==> src/verilog/timer16_oc_pkg.sv <==
// constants for the 16-bit timer output compare block
package timer16_oc_pkg;
   localparam int COUNT_WIDTH = 16;
   localparam logic [15:0] COUNT_MAX = 16'hFFFF;
   localparam logic [15:0] COUNT_BOTTOM = 16'h0000;
   localparam logic [15:0] COUNT_RESET = 16'h0000;
   localparam logic [15:0] COMPARE_RESET = 16'h0000;
   localparam logic [7:0] LATCH_RESET = 8'h00;
   localparam logic [15:0] TOP_8BIT = 16'h00FF;
   localparam logic [15:0] TOP_9BIT = 16'h01FF;
   localparam logic [15:0] TOP_10BIT = 16'h03FF;
   localparam logic [3:0] WGM_NORMAL = 4'h0;
   localparam logic [3:0] WGM_CTC_A = 4'h4;
   localparam logic [3:0] WGM_FAST_8 = 4'h5;
   localparam logic [3:0] WGM_FAST_9 = 4'h6;
   localparam logic [3:0] WGM_FAST_10 = 4'h7;
   localparam logic [3:0] WGM_CTC_CAP = 4'hC;
   localparam logic [3:0] WGM_FAST_CAP = 4'hE;
   localparam logic [3:0] WGM_FAST_A = 4'hF;
   localparam logic [1:0] ACT_NONE = 2'h0;
   localparam logic [1:0] ACT_TOGGLE = 2'h1;
   localparam logic [1:0] ACT_CLEAR = 2'h2;
   localparam logic [1:0] ACT_SET = 2'h3;
   localparam int CHAN_A = 0;
endpackage

==> src/verilog/timer16_output_compare.sv <==
// output compare channels of a 16-bit timer with counter and port override
`timescale 1ns/10ps
`default_nettype none
// Behaviour
// - compare full count with each active value; match sets flag next timer tick.
// - enabled flag requests interrupt; cleared by service or software writing one.
// - channel A value can serve as counter top.
// - compare value double buffered in pwm modes, direct otherwise.
// - buffered value moves to active register only at top or bottom.
// - cpu writes reach buffer when buffering, else active register.
// - compare bytes read directly, never via high byte latch.
// - high byte goes to latch; low byte write updates all sixteen bits.
// - force strobe in non-pwm modes acts like match, no flag, no clear.
// - count write blocks all matches in next timer tick, even stopped.
// - count written equal to variable top skips top, runs to 0xFFFF.
// - output register holds across mode changes; reset or a clearing output action clears it.
// - action select not buffered; applies from next match or force.
// - nonzero action select routes compare output to pin; direction kept.
// - action select zero leaves output unchanged on matches.
// - non-pwm: set, clear or toggle; fast pwm: chooses polarity.
// - action select never changes counting sequence.
// - normal mode counts up and wraps; count writable any time.
// - overflow flag set when count becomes zero; cleared by service or software writing one.
// - clear-on-match mode clears on channel A (4) or capture value (12).
// - modes 5,6,7,14,15 are single-slope fast pwm restarting at bottom.
// - cpu count write beats any clear or count in same cycle.
module timer16_output_compare
   import timer16_oc_pkg::*;
#(
   parameter int CHANNELS = 3
) (
   // clock and reset
   input wire logic core_clk,
   input wire logic resetn,
   // timer clock enable and mode
   input wire logic timer_tick,
   input wire logic [3:0] waveform_select,
   input wire logic [15:0] capture_value,
   // counter access
   input wire logic count_write_low,
   input wire logic count_write_high,
   input wire logic [7:0] count_wdata,
   output logic [15:0] timer_count,
   // compare value access
   input wire logic [CHANNELS-1:0] compare_write_high,
   input wire logic [CHANNELS-1:0] compare_write_low,
   input wire logic [7:0] compare_wdata,
   output logic [CHANNELS*16-1:0] compare_value,
   // per channel control
   input wire logic [CHANNELS*2-1:0] output_action_select,
   input wire logic [CHANNELS-1:0] force_compare_strobe,
   input wire logic [CHANNELS-1:0] compare_interrupt_enable,
   input wire logic [CHANNELS-1:0] flag_clear_write,
   input wire logic [CHANNELS-1:0] compare_irq_ack,
   output logic [CHANNELS-1:0] compare_match_flag,
   output logic [CHANNELS-1:0] compare_irq,
   // overflow
   input wire logic overflow_enable,
   input wire logic overflow_clear_write,
   input wire logic overflow_irq_ack,
   output logic overflow_flag,
   output logic overflow_irq,
   // port pins
   input wire logic [CHANNELS-1:0] port_latch,
   input wire logic [CHANNELS-1:0] output_pin_direction,
   output logic [CHANNELS-1:0] compare_output,
   output logic [CHANNELS-1:0] pin_out,
   output logic [CHANNELS-1:0] pin_oe_n
);
   initial begin
      if (CHANNELS < 1 || CHANNELS > 3) begin
         $error("CHANNELS must be 1 to 3");
      end
      // compare and byte paths are built for a sixteen bit count
      if (COUNT_WIDTH != 16) begin
         $error("COUNT_WIDTH must be 16");
      end
   end

   function automatic logic is_pwm(input logic [3:0] wgm);
      is_pwm = !(wgm == WGM_NORMAL || wgm == WGM_CTC_A || wgm == WGM_CTC_CAP || wgm == 4'h8 || wgm == 4'hD);
   endfunction

   function automatic logic is_fast(input logic [3:0] wgm);
      is_fast = (wgm == WGM_FAST_8) || (wgm == WGM_FAST_9) || (wgm == WGM_FAST_10) ||
                (wgm == WGM_FAST_CAP) || (wgm == WGM_FAST_A);
   endfunction

   // shared byte latch always supplies the upper half
   function automatic logic [15:0] word_of(input logic [7:0] hi, input logic [7:0] lo);
      word_of = {hi, lo};
   endfunction

   // non-pwm action on a match or force
   function automatic logic act_result(input logic [1:0] act, input logic cur);
      case (act)
         ACT_TOGGLE: act_result = !cur;
         ACT_CLEAR: act_result = 1'b0;
         ACT_SET: act_result = 1'b1;
         default: act_result = cur;
      endcase
   endfunction

   logic rst_meta;
   logic rst_sync;
   always_ff @(posedge core_clk or negedge resetn) begin
      if (!resetn) begin
         rst_meta <= 1'b0;
         rst_sync <= 1'b0;
      end else begin
         rst_meta <= 1'b1;
         rst_sync <= rst_meta;
      end
   end

   logic [15:0] count;
   logic [15:0] next_count;
   logic [7:0] high_byte_latch;
   logic [7:0] next_high_byte_latch;
   logic block_pending;
   logic next_block_pending;
   logic [15:0] active_val [CHANNELS];
   logic [15:0] buffer_val [CHANNELS];
   logic [15:0] next_active_val [CHANNELS];
   logic [15:0] next_buffer_val [CHANNELS];
   logic [CHANNELS-1:0] flag;
   logic [CHANNELS-1:0] next_flag;
   logic [CHANNELS-1:0] ocout;
   logic [CHANNELS-1:0] next_ocout;
   logic ovf;
   logic next_ovf;
   logic [15:0] top;
   logic pwm;
   logic fast;
   logic at_top;
   logic at_bottom_next;

   always_comb begin
      pwm = is_pwm(waveform_select);
      fast = is_fast(waveform_select);
      case (waveform_select)
         WGM_CTC_A, WGM_FAST_A: top = active_val[CHAN_A];
         WGM_CTC_CAP, WGM_FAST_CAP: top = capture_value;
         WGM_FAST_8: top = TOP_8BIT;
         WGM_FAST_9: top = TOP_9BIT;
         WGM_FAST_10: top = TOP_10BIT;
         default: top = COUNT_MAX;
      endcase
      // top match is blocked too after a count write, so count runs on to max
      at_top = (count == top) && !block_pending && (waveform_select != WGM_NORMAL);
      at_bottom_next = timer_tick && (at_top || count == COUNT_MAX);
   end

   logic count_written;
   always_comb begin
      next_count = count;
      next_high_byte_latch = high_byte_latch;
      next_block_pending = block_pending;
      count_written = count_write_low;
      next_ovf = ovf;
      if (count_write_high || (|compare_write_high)) begin
         next_high_byte_latch = count_write_high ? count_wdata : compare_wdata;
      end
      // clear first so a tick without overflow cannot swallow the clear
      if (overflow_irq_ack || overflow_clear_write) begin
         next_ovf = 1'b0;
      end
      if (timer_tick) begin
         next_block_pending = 1'b0;
         if (at_top) begin
            next_count = COUNT_BOTTOM;
         end else begin
            next_count = count + 16'h0001;
         end
         // set beats a clear in the same cycle
         if (next_count == COUNT_BOTTOM) begin
            next_ovf = 1'b1;
         end
      end
      if (count_written) begin
         next_count = word_of(high_byte_latch, count_wdata);
         next_block_pending = 1'b1;
      end
   end

   logic [CHANNELS-1:0] match;
   always_comb begin
      for (int i = 0; i < CHANNELS; i++) begin
         logic [1:0] act;
         logic [15:0] wval;
         act = output_action_select[i*2 +: 2];
         wval = word_of(high_byte_latch, compare_wdata);
         next_active_val[i] = active_val[i];
         next_buffer_val[i] = buffer_val[i];
         next_flag[i] = flag[i];
         next_ocout[i] = ocout[i];
         match[i] = timer_tick && (count == active_val[i]) && !block_pending;
         if (compare_write_low[i]) begin
            if (pwm) begin
               next_buffer_val[i] = wval;
            end else begin
               next_active_val[i] = wval;
               next_buffer_val[i] = wval;
            end
         end
         if (pwm && at_bottom_next) begin
            next_active_val[i] = next_buffer_val[i];
         end
         if (compare_irq_ack[i] || flag_clear_write[i]) begin
            next_flag[i] = 1'b0;
         end
         if (match[i]) begin
            next_flag[i] = 1'b1;
         end
         if (act != ACT_NONE) begin
            if (!pwm) begin
               if (match[i] || force_compare_strobe[i]) begin
                  next_ocout[i] = act_result(act, ocout[i]);
               end
            end else if (fast) begin
               // polarity only; compare hit beats bottom when value equals top
               if (at_bottom_next) begin
                  next_ocout[i] = (act == ACT_CLEAR);
               end
               if (match[i] && act[1]) begin
                  next_ocout[i] = (act == ACT_SET);
               end
            end
         end
      end
   end

   always_ff @(posedge core_clk or negedge rst_sync) begin
      if (!rst_sync) begin
         count <= COUNT_RESET;
         high_byte_latch <= LATCH_RESET;
         block_pending <= 1'b0;
         ovf <= 1'b0;
         flag <= '0;
         ocout <= '0;
         for (int i = 0; i < CHANNELS; i++) begin
            active_val[i] <= COMPARE_RESET;
            buffer_val[i] <= COMPARE_RESET;
         end
      end else begin
         count <= next_count;
         high_byte_latch <= next_high_byte_latch;
         block_pending <= next_block_pending;
         ovf <= next_ovf;
         flag <= next_flag;
         ocout <= next_ocout;
         for (int i = 0; i < CHANNELS; i++) begin
            active_val[i] <= next_active_val[i];
            buffer_val[i] <= next_buffer_val[i];
         end
      end
   end

   // outputs registered from next state, on the same edge as internal state
   logic [CHANNELS*16-1:0] next_cv_out;
   logic [CHANNELS-1:0] next_pin_out;
   logic [CHANNELS-1:0] next_irq;
   logic next_ovf_irq;
   logic [CHANNELS-1:0] next_oe_n;
   always_comb begin
      next_irq = next_flag & compare_interrupt_enable;
      next_ovf_irq = next_ovf & overflow_enable;
      // direction taken one cycle late, like every other output
      next_oe_n = ~output_pin_direction;
      for (int i = 0; i < CHANNELS; i++) begin
         // software sees buffer in pwm modes; bytes read straight, no latch
         next_cv_out[i*16 +: 16] = pwm ? next_buffer_val[i] : next_active_val[i];
         next_pin_out[i] = (|output_action_select[i*2 +: 2]) ? next_ocout[i] : port_latch[i];
      end
   end

   always_ff @(posedge core_clk or negedge rst_sync) begin
      if (!rst_sync) begin
         timer_count <= COUNT_RESET;
         compare_value <= '0;
         compare_match_flag <= '0;
         compare_irq <= '0;
         overflow_flag <= 1'b0;
         overflow_irq <= 1'b0;
         compare_output <= '0;
         pin_out <= '0;
         pin_oe_n <= '1;
      end else begin
         timer_count <= next_count;
         compare_value <= next_cv_out;
         compare_match_flag <= next_flag;
         compare_irq <= next_irq;
         overflow_flag <= next_ovf;
         overflow_irq <= next_ovf_irq;
         compare_output <= next_ocout;
         pin_out <= next_pin_out;
         pin_oe_n <= next_oe_n;
      end
   end
endmodule // timer16_output_compare
`default_nettype wire

==> config.mk <==
export PLATFORM = sky130hd
export DESIGN_NAME = timer16_output_compare
export DESIGN_NICKNAME = d
export VERILOG_FILES = /design/src/verilog/timer16_oc_pkg.sv /design/src/verilog/timer16_output_compare.sv
export SDC_FILE = /design/constraint.sdc
export NUM_CORES = 1
export LEC_CHECK = 0
export ABC_AREA = 1
export CAP_MARGIN = 20
export CORE_ASPECT_RATIO = 1.25
export CORE_MARGIN = 2
export CORE_UTILIZATION = 45
export DETAILED_ROUTE_END_ITERATION = 8
export DONT_BUFFER_PORTS = 1
export PLACE_DENSITY_LB_ADDON = 0.3
export SKIP_CTS_REPAIR_TIMING = 1
export SLEW_MARGIN = 25
export SYNTH_ARGS = -nofsm -noshare
export SYNTH_HDL_FRONTEND = slang
export SYNTH_SLANG_ARGS = --single-unit
==> constraint.sdc <==
create_clock -name core_clk -period 12.7 [get_ports core_clk]
set_input_delay 0.635 -clock core_clk [delete_from_list [all_inputs] [get_ports core_clk]]
set_output_delay 0.635 -clock core_clk [all_outputs]
set_load 0.02 [all_outputs]
==> results of run 1 <==
[state kept, by name, summed over array words and instances (netlist names)]
register and count:
timer_count 16, rst_sync 1, active_val 48, compare_output 3, overflow_flag 1, block_pending 1, pin_oe_n 3, overflow_irq 1
pin_out 3, high_byte_latch 8, compare_irq 3, compare_match_flag 3, buffer_val 48, compare_value 48, rst_meta 1
[critical path: cells and delay by family, from the launching register on]
family	cells	cell delay, ns
simple gates	4	0.95
buf+inv	4	0.98
compound gates	2	0.55
flops	1	0.73
[cell usage after synthesis, types with 2 or more instances]
master                      instances  area [µm²]
sky130_fd_sc_hd__inv_1            188         706
sky130_fd_sc_hd__or2_2             13        81.3
sky130_fd_sc_hd__buf_1              4        15.0
sky130_fd_sc_hd__a21boi_0           3        22.5
sky130_fd_sc_hd__buf_2              7        35.0
sky130_fd_sc_hd__o21ai_1           35         175
sky130_fd_sc_hd__nor2_1            71         267
sky130_fd_sc_hd__o221ai_1          11        96.3
sky130_fd_sc_hd__clkbuf_1          42         158
sky130_fd_sc_hd__o2111ai_1          3        26.3
sky130_fd_sc_hd__a31oi_1            2        12.5
sky130_fd_sc_hd__o22ai_1           10        62.6
sky130_fd_sc_hd__nand2_1          452        1700
sky130_fd_sc_hd__buf_6              6        67.6
sky130_fd_sc_hd__nand3b_1           3        22.5
sky130_fd_sc_hd__a21oi_1            8        40.0
sky130_fd_sc_hd__nand2_2            2        12.5
sky130_fd_sc_hd__nand3_2            3        30.0
sky130_fd_sc_hd__xor2_1            17         149
sky130_fd_sc_hd__nor2_2             2        12.5
sky130_fd_sc_hd__nor3_1            17        85.1
sky130_fd_sc_hd__nor3b_1            6        45.0
sky130_fd_sc_hd__inv_2              4        15.0
sky130_fd_sc_hd__dfstp_2            3        78.8
sky130_fd_sc_hd__nand4_1           34         213
sky130_fd_sc_hd__xnor2_1            3        26.3
sky130_fd_sc_hd__dfrtp_1          185        4630
sky130_fd_sc_hd__clkinv_1           3        11.3
sky130_fd_sc_hd__and3_1             2        12.5
sky130_fd_sc_hd__nand3_1           43         215
sky130_fd_sc_hd__nor4_1            10        62.6
sky130_fd_sc_hd__buf_4              2        15.0
sky130_fd_sc_hd__o21ai_0          176         881
[area by class of cell]
cell class / instances / area, µm² / area share (%)
flip-flops and latches: 188 / 4710 / 43.4
multi-input cells: 938 / 4380 / 40.4
inverters: 195 / 732 / 6.75
clock buffers: 17 / 425 / 3.92
well taps: 283 / 354 / 3.26
clock inverters: 15 / 188 / 1.73
repair buffers: 7 / 58.8 / 0.542
[metal layers]
metal	vias up	track usage [%]	part of all wire, %
li1	4342	-	-
met1	4184	33.2	40
met2	444	41.2	45
met3	92	6.48	8.9
met4	0	15.5	5.4
met5	-	0	0
[power by group]
group | internal (mW) | switching, mW | total [mW]
logic | 0.105 | 0.213 | 0.318
clock network | 0.313 | 0.249 | 0.562
registers | 0.674 | 0.121 | 0.795
total | 1.09 | 0.583 | 1.68
[path summary, 6_finish.rpt]
path	cells after the start	end	slack, ns
worst max-delay path	10	active_val[44]	9.33
worst min-delay path	1	pin_oe_n[2]	0.20
worst max register to register	10	active_val[44]	9.33
worst min register to register	0	compare_value[7]	0.35
max in group asynchronous	1	timer_count[1]	11.06
min in group asynchronous	0	compare_value[7]	0.35
[cell families after synthesis]
group	Yosys count
flops	188
xor+xnor	20
buf+inv	256
fa+ha+maj	1
simple gates	662
other cells	1
compound gates	254
==> impl_results.md, run 1 <==
- Post-route clock skew: 0.0100 ns
- Sum of negative setup slack: 0 ns
- Routed WL: just over 30 mm
- Cell with the largest stage delay on the worst path: sky130_fd_sc_hd__dfrtp_1
- Post-layout power: 1.68 mW
- CP Launch Point: timer_count[7]
- TritonCTS clock tree: yes
- Post-synthesis share of cell area spent on xor and xnor gates: 1.73%
- Via total after detailed routing: 9,062
- CTS Root Cell: sky130_fd_sc_hd__clkbuf_16
- Run status: complete, no violations
- Placement Rows: 61
- Number of standard cells in the final layout excluding fillers: 1,643
- Vias in the first global route: 8,478
- Commonest non-fill, non-tap cells in the layout: sky130_fd_sc_hd__nand2_1, sky130_fd_sc_hd__inv_1, sky130_fd_sc_hd__dfrtp_1, sky130_fd_sc_hd__o21ai_0, sky130_fd_sc_hd__nor2_1
- Area share of fa/ha/maj cells after synthesis: 0.124%
- Max H-tree Level: 4
- Final cycle utilization of the critical path: 26.5%
- Worst skew pair latency: 0.45 ns
- Total cell area at the placement stage: 0.0102 mm²
- Proportion of register bits with asynchronous set or reset after synthesis: 100%
- Iteration count of the initial detailed-routing pass: 6
- CP Data Arrival Time: 3.70 ns
- I/O pin total: 155
- Input/output buffers: 0
- Count of endpoints failing hold in the final timing report: 0
- Category of the most critical setup path: reg2reg
- Ratio of total power to cell area: 154 mW/mm²
- Synthesized-area fraction occupied by and/or/nand/nor cells: about 28%
- Crit-path cells: inv_1 -> nor4_2 -> nand4_1 -> nor2_1 -> inv_1 -> o41ai_2 -> nand3_2 -> buf_4 -> o21ai_0 -> inv_1
- Clock tree sinks: 188
- Number of placed instances with taps included: 1,610
- Final critical-path setup slack: between 9 and 10 ns
- Routed Antenna Nets: 0
- Initial antenna violation count: 0
- Proportion of layout cells with a drive suffix above 1: 5.37%
- Gp weighted congestion: 0.990
- Die Wd: about 140 µm
- Core Util, Final: around 50%
- Number of synthesized flops with an enable pin: 0
- Headroom to the max-slew limit: 34.9%
- Total Nets Final: 1,422
- Final period demand of the worst path: 3.37 ns
- Synthesis-to-finish area growth: 7.43%
- Complex-gate fraction of the synthesized area: 13.7%
- Highest clock frequency the design can meet: ~300 MHz
- Area of the die: around 0.024 mm²
- Most common cell after layout, fill and taps aside: sky130_fd_sc_hd__nand2_1
- Most instantiated flip-flop cell in the synthesis netlist: sky130_fd_sc_hd__dfrtp_1
- Count of endpoints failing setup in the final report: 0
- Delay of the slowest cell on the worst path: 0.73 ns
- Violation count after the first detailed-route iteration: 939
- Worst hold-check path type: in2reg
- LEAKAGE: 5.61 nW
- Clock slew at reported path FFs: 0.07 ns
- Startpoint class of the critical path: flop
- Most repeated library cell on the critical path: sky130_fd_sc_hd__inv_1
- Routed wirelength normalized by instance count: 18.6 µm
- Detailed placer's ending HPWL: 21.9 mm
- Unrepaired setup endpoints after global routing: false
- Number of warning messages in the yosys log: 0
- Startpoint of the worst register-to-register path: timer_count[7]
- Global-route wire length before repair: 46.8 mm
- Number of max-slew violations in the final report: 0
- Mapped Nets: approximately 1,500
- Setup crit end kind: flop
- Worst hold margin: 0.203 ns
- Max clock buf depth: 2
- Area of all placed cells without fillers: 0.0109 mm²
- Number of max-cap violations: 0
- Worst ir drop on vdd: roughly 0.11 mV
- Setup Slack @ Placement: 9.31 ns
- Unique cell type count in the Yosys netlist: 45
- Worst hold path startpoint: output_pin_direction[2]
- Total DRC errors in the routed layout: 0
- Main combinational cell family by area after synthesis: simple AND/OR/NAND/NOR gates
- Vias per cell: between 5 and 6
- Largest net degree at the start of global routing: 97
- Avg Cell Area, Syn: between 7 and 8 µm²
- Highest fanout seen on the critical path: 96
- Worst-Margin Slew: 0.974 ns
- Fill cell instance count of the final layout: 2,159
- Initial Util: between 40% and 50%
- Core outline area: 0.0221 mm²
- Crit path required time: 13.03 ns
- Overall global routing resource usage: 26.4%
- Overflow after GRT: 0
- Summed instance area of the synthesized netlist: between 0.01 and 0.015 mm²
- Number of synthesized register bits: approximately 190
- Antenna diode count: 0
- Die Y: approximately 170 µm
- TritonCTS Buffers: 17
- Post-synthesis sequential area ratio: 46.6%
- Mux contribution to synthesized area: 0%
- Post-Synthesis Cells: 1,382
Note: power is estimated with default switching activity, not from simulation.
==> run 2, diff against run 1 <==
==> constraint.sdc (replaced) <==
create_clock -name core_clk -period 2.9 [get_ports core_clk]
set_input_delay 0.145 -clock core_clk [delete_from_list [all_inputs] [get_ports core_clk]]
set_output_delay 0.145 -clock core_clk [all_outputs]
set_load 0.02 [all_outputs]
==> run 2 against run 1 <==
The flow now finishes with violations (negative hold slack). Cell area up 7.9%. Via count grew 3.5%. Critical path type unchanged. Die area unchanged. Global-route usage rose by 1.8 points. Hold slack worse by 0.22 ns. Setup slack worse by 9.2 ns. Highest routed layer unchanged. Sequential power grew to 4.3 times the previous value. Critical path depth down 2. Critical endpoint is now compare_irq[1]. Utilization rose by 3.9 points. Clock power increased to 4.3 times the previous value.
==> impl_results.md, run 2 (synthesis gave the netlist of run 1 again) <==
- Die Wd: 138 µm (unchanged)
- Category of the most critical setup path: reg2reg
- Max H-tree Level: 4 (unchanged)
- Gp weighted congestion: 0.956 (-3.4%)
- Clock tree sinks: 188 (unchanged)
- Violation count after the first detailed-route iteration: 787 (-16%)
- Synthesis-to-finish area growth: 15.9%
- Core outline area: 0.0221 mm² (unchanged)
- Worst-case reg-to-reg path depth: 8 (-2)
- Initial antenna violation count: 0 (unchanged)
- Highest clock frequency the design can meet: 367 MHz (+24%)
- Proportion of layout cells with a drive suffix above 1: 7.44% (+2.1 points)
- Number of max-slew violations in the final report: 0 (unchanged)
- Total DRC errors in the routed layout: 0 (unchanged)
- Global-route wire length before repair: 49.2 mm (+5.2%)
- CTS Root Cell: sky130_fd_sc_hd__clkbuf_16
- Setup Slack @ Placement: 0.329 ns (-8.98 ns)
- Number of max-cap violations: 0 (unchanged)
- Worst path bufs/invs: 3 (-1)
- Placement Rows: 61 (unchanged)
- Worst hold path startpoint: count_write_high
- Routed wirelength normalized by instance count: 19.2 µm (+3.3%)
- Iteration count of the initial detailed-routing pass: 7 (+1)
- Worst hold-check path type: in2reg
- Crit-path cells: buf_4 -> inv_1 -> or2_2 -> nand2_1 -> nor4_1 -> nand4_1 -> a21boi_0 -> dlygate4sd3_1
- Final cycle utilization of the critical path: 93.9% (+67 points)
- I/O pin total: 155 (unchanged)
- Overall global routing resource usage: 28.2% (+1.8 points)
- FF-to-FF End: compare_irq[1]
- Via total after detailed routing: 9,378 (+3.5%)
- Worst hold margin: -0.0122 ns (-0.215 ns)
- Largest regs: active_val: 48 flops, buffer_val: 48 flops, compare_value: 48 flops
- Worst skew pair latency: 0.46 ns (about the same)
- Depth of the critical timing path with buffers and inverters included: 8 (-2)
- Initial Util: 45.6% (unchanged)
- Total cell area at the placement stage: 0.0105 mm² (+3.1%)
- LEAKAGE: 6.04 nW (+7.5%)
- Commonest non-fill, non-tap cells in the layout: sky130_fd_sc_hd__nand2_1, sky130_fd_sc_hd__inv_1, sky130_fd_sc_hd__dfrtp_1, sky130_fd_sc_hd__o21ai_0, sky130_fd_sc_hd__nor2_1
- End point of the most critical hold path: high_byte_latch[3]
- Delay of the slowest cell on the worst path: 0.56 ns (-0.17 ns)
- Unrepaired setup endpoints after global routing: false
- Setup crit end kind: flop
- Detailed placer's ending HPWL: 24.0 mm (+9.8%)
- Crit path required time: 3.28 ns (-9.75 ns)
- Final critical-path setup slack: 0.175 ns (-9.15 ns)
- Area of all placed cells without fillers: 0.0117 mm² (+7.9%)
- TritonCTS Buffers: 17 (unchanged)
- Register-to-register setup slack: 0.18 ns (-9.15 ns)
- Antenna diode count: 0 (unchanged)
- Headroom to the max-slew limit: 49.3% (+14 points)
- Most common cell after layout, fill and taps aside: sky130_fd_sc_hd__nand2_1
- Max clock buf depth: 2 (unchanged)
- Hold Crit Depth: 3 (+2)
- Largest net degree at the start of global routing: 85 (-12%)
- Failing checks: negative hold slack
- Final period demand of the worst path: 2.72 ns (-0.646 ns)
- Die Y: 171 µm (unchanged)
- Sum of negative setup slack: 0 ns (unchanged)
- Count of endpoints failing setup in the final report: 0 (unchanged)
- Post-route clock skew: 0.0205 ns (+0.0105 ns)
- Area of the die: 0.0237 mm² (unchanged)
- Vias in the first global route: 8,717 (+2.8%)
- Worst-Margin Slew: 0.759 ns (-0.215 ns)
- Startpoint of the worst register-to-register path: timer_count[3]
- Count of endpoints failing hold in the final timing report: 2 (+2)
- Number of standard cells in the final layout excluding fillers: 1,734 (+5.5%)
- Highest fanout seen on the critical path: 8 (-92%)
- Overflow after GRT: 0 (unchanged)
- Vias per cell: 5.41 (-1.9%)
- Clock slew at reported path FFs: 0.07 ns (about the same)
- Routed WL: 33.3 mm (+9.1%)
- Ratio of total power to cell area: 638 mW/mm² (+310%)
- TritonCTS clock tree: yes
- Run status: complete, but fails checks
- Routed Antenna Nets: 0 (unchanged)
- Worst ir drop on vdd: 0.456 mV (+310%)
- Input/output buffers: 0 (unchanged)
- Startpoint class of the critical path: flop
- Cell with the largest stage delay on the worst path: sky130_fd_sc_hd__dlygate4sd3_1
- Number of placed instances with taps included: 1,645 (+2.2%)
- CP Data Arrival Time: 3.11 ns (-0.59 ns)
- Delay-heaviest family, CP: buffers and inverters
- Total Nets Final: 1,513 (+6.4%)
[run 2: cell types whose count changed in the layout (fill, tap and decap cells not counted), moves of 2 or more]
cell,before,now
sky130_fd_sc_hd__dlygate4sd3_1,1,57
sky130_fd_sc_hd__buf_4,5,37
sky130_fd_sc_hd__buf_12,0,4
sky130_fd_sc_hd__inv_8,1,4
sky130_fd_sc_hd__bufinv_16,3,1
sky130_fd_sc_hd__clkbuf_8,0,2
sky130_fd_sc_hd__clkinv_4,4,2
[run 2: metal layers]
layer / up-vias / GRT usage [%] / wire [µm]
li1: 4521 / - / -
met4: 0 / 16.9 / 1840
met1: 4381 / 34.8 / 13400
met3: 93 / 6.60 / 2470
met2: 383 / 44.6 / 15600
met5: - / 0 / 0
[run 2: per-stage QoR]
step | hold slack, ns | total power [mW] | util (%)
2_1_floorplan | -0.151 | 4.44 | -
3_3_place_gp | -0.151 | 5.01 | 47.6
3_5_place_dp | -0.151 | 5.02 | 47.6
4_1_cts | -0.630 | 7.42 | 50.3
5_1_grt | 0.00359 | 7.87 | 52.9
6_report | -0.0122 | 7.47 | 52.9
[run 2: worst register-to-register path: cells and delay by family (launching register included)]
family / cells / cell delay, ns
flops: 1 / 0.43
compound gates: 1 / 0.25
buf+inv: 3 / 1.14
simple gates: 4 / 0.85
[run 2: power by group]
part,total (mW),switching (mW),internal (mW)
logic,1.69,1.10,0.586
clock network,2.40,1.13,1.27
registers,3.38,0.425,2.95
[run 2: worst max path at each step]
stage | endpoint | startpoint | slack (ns)
floorplan | active_val[11] | timer_count[0] | 0.43
global placement | overflow_irq | waveform_select[0] | 0.35
detailed placement | overflow_irq | waveform_select[0] | 0.33
CTS | active_val[46] | timer_count[0] | 0.35
global route | active_val[46] | timer_count[0] | 0.05
finish | compare_irq[1] | timer_count[3] | 0.18
[run 2: final cells by class]
type | instances | area (µm²)
sequential | 188 | 4710
timing repair buffer | 98 | 928
tap | 283 | 354
multi-input combinational | 938 | 4380
inverter | 195 | 732
clock inverter | 13 | 148
fill | 2154 | 10400
clock buffer | 19 | 453
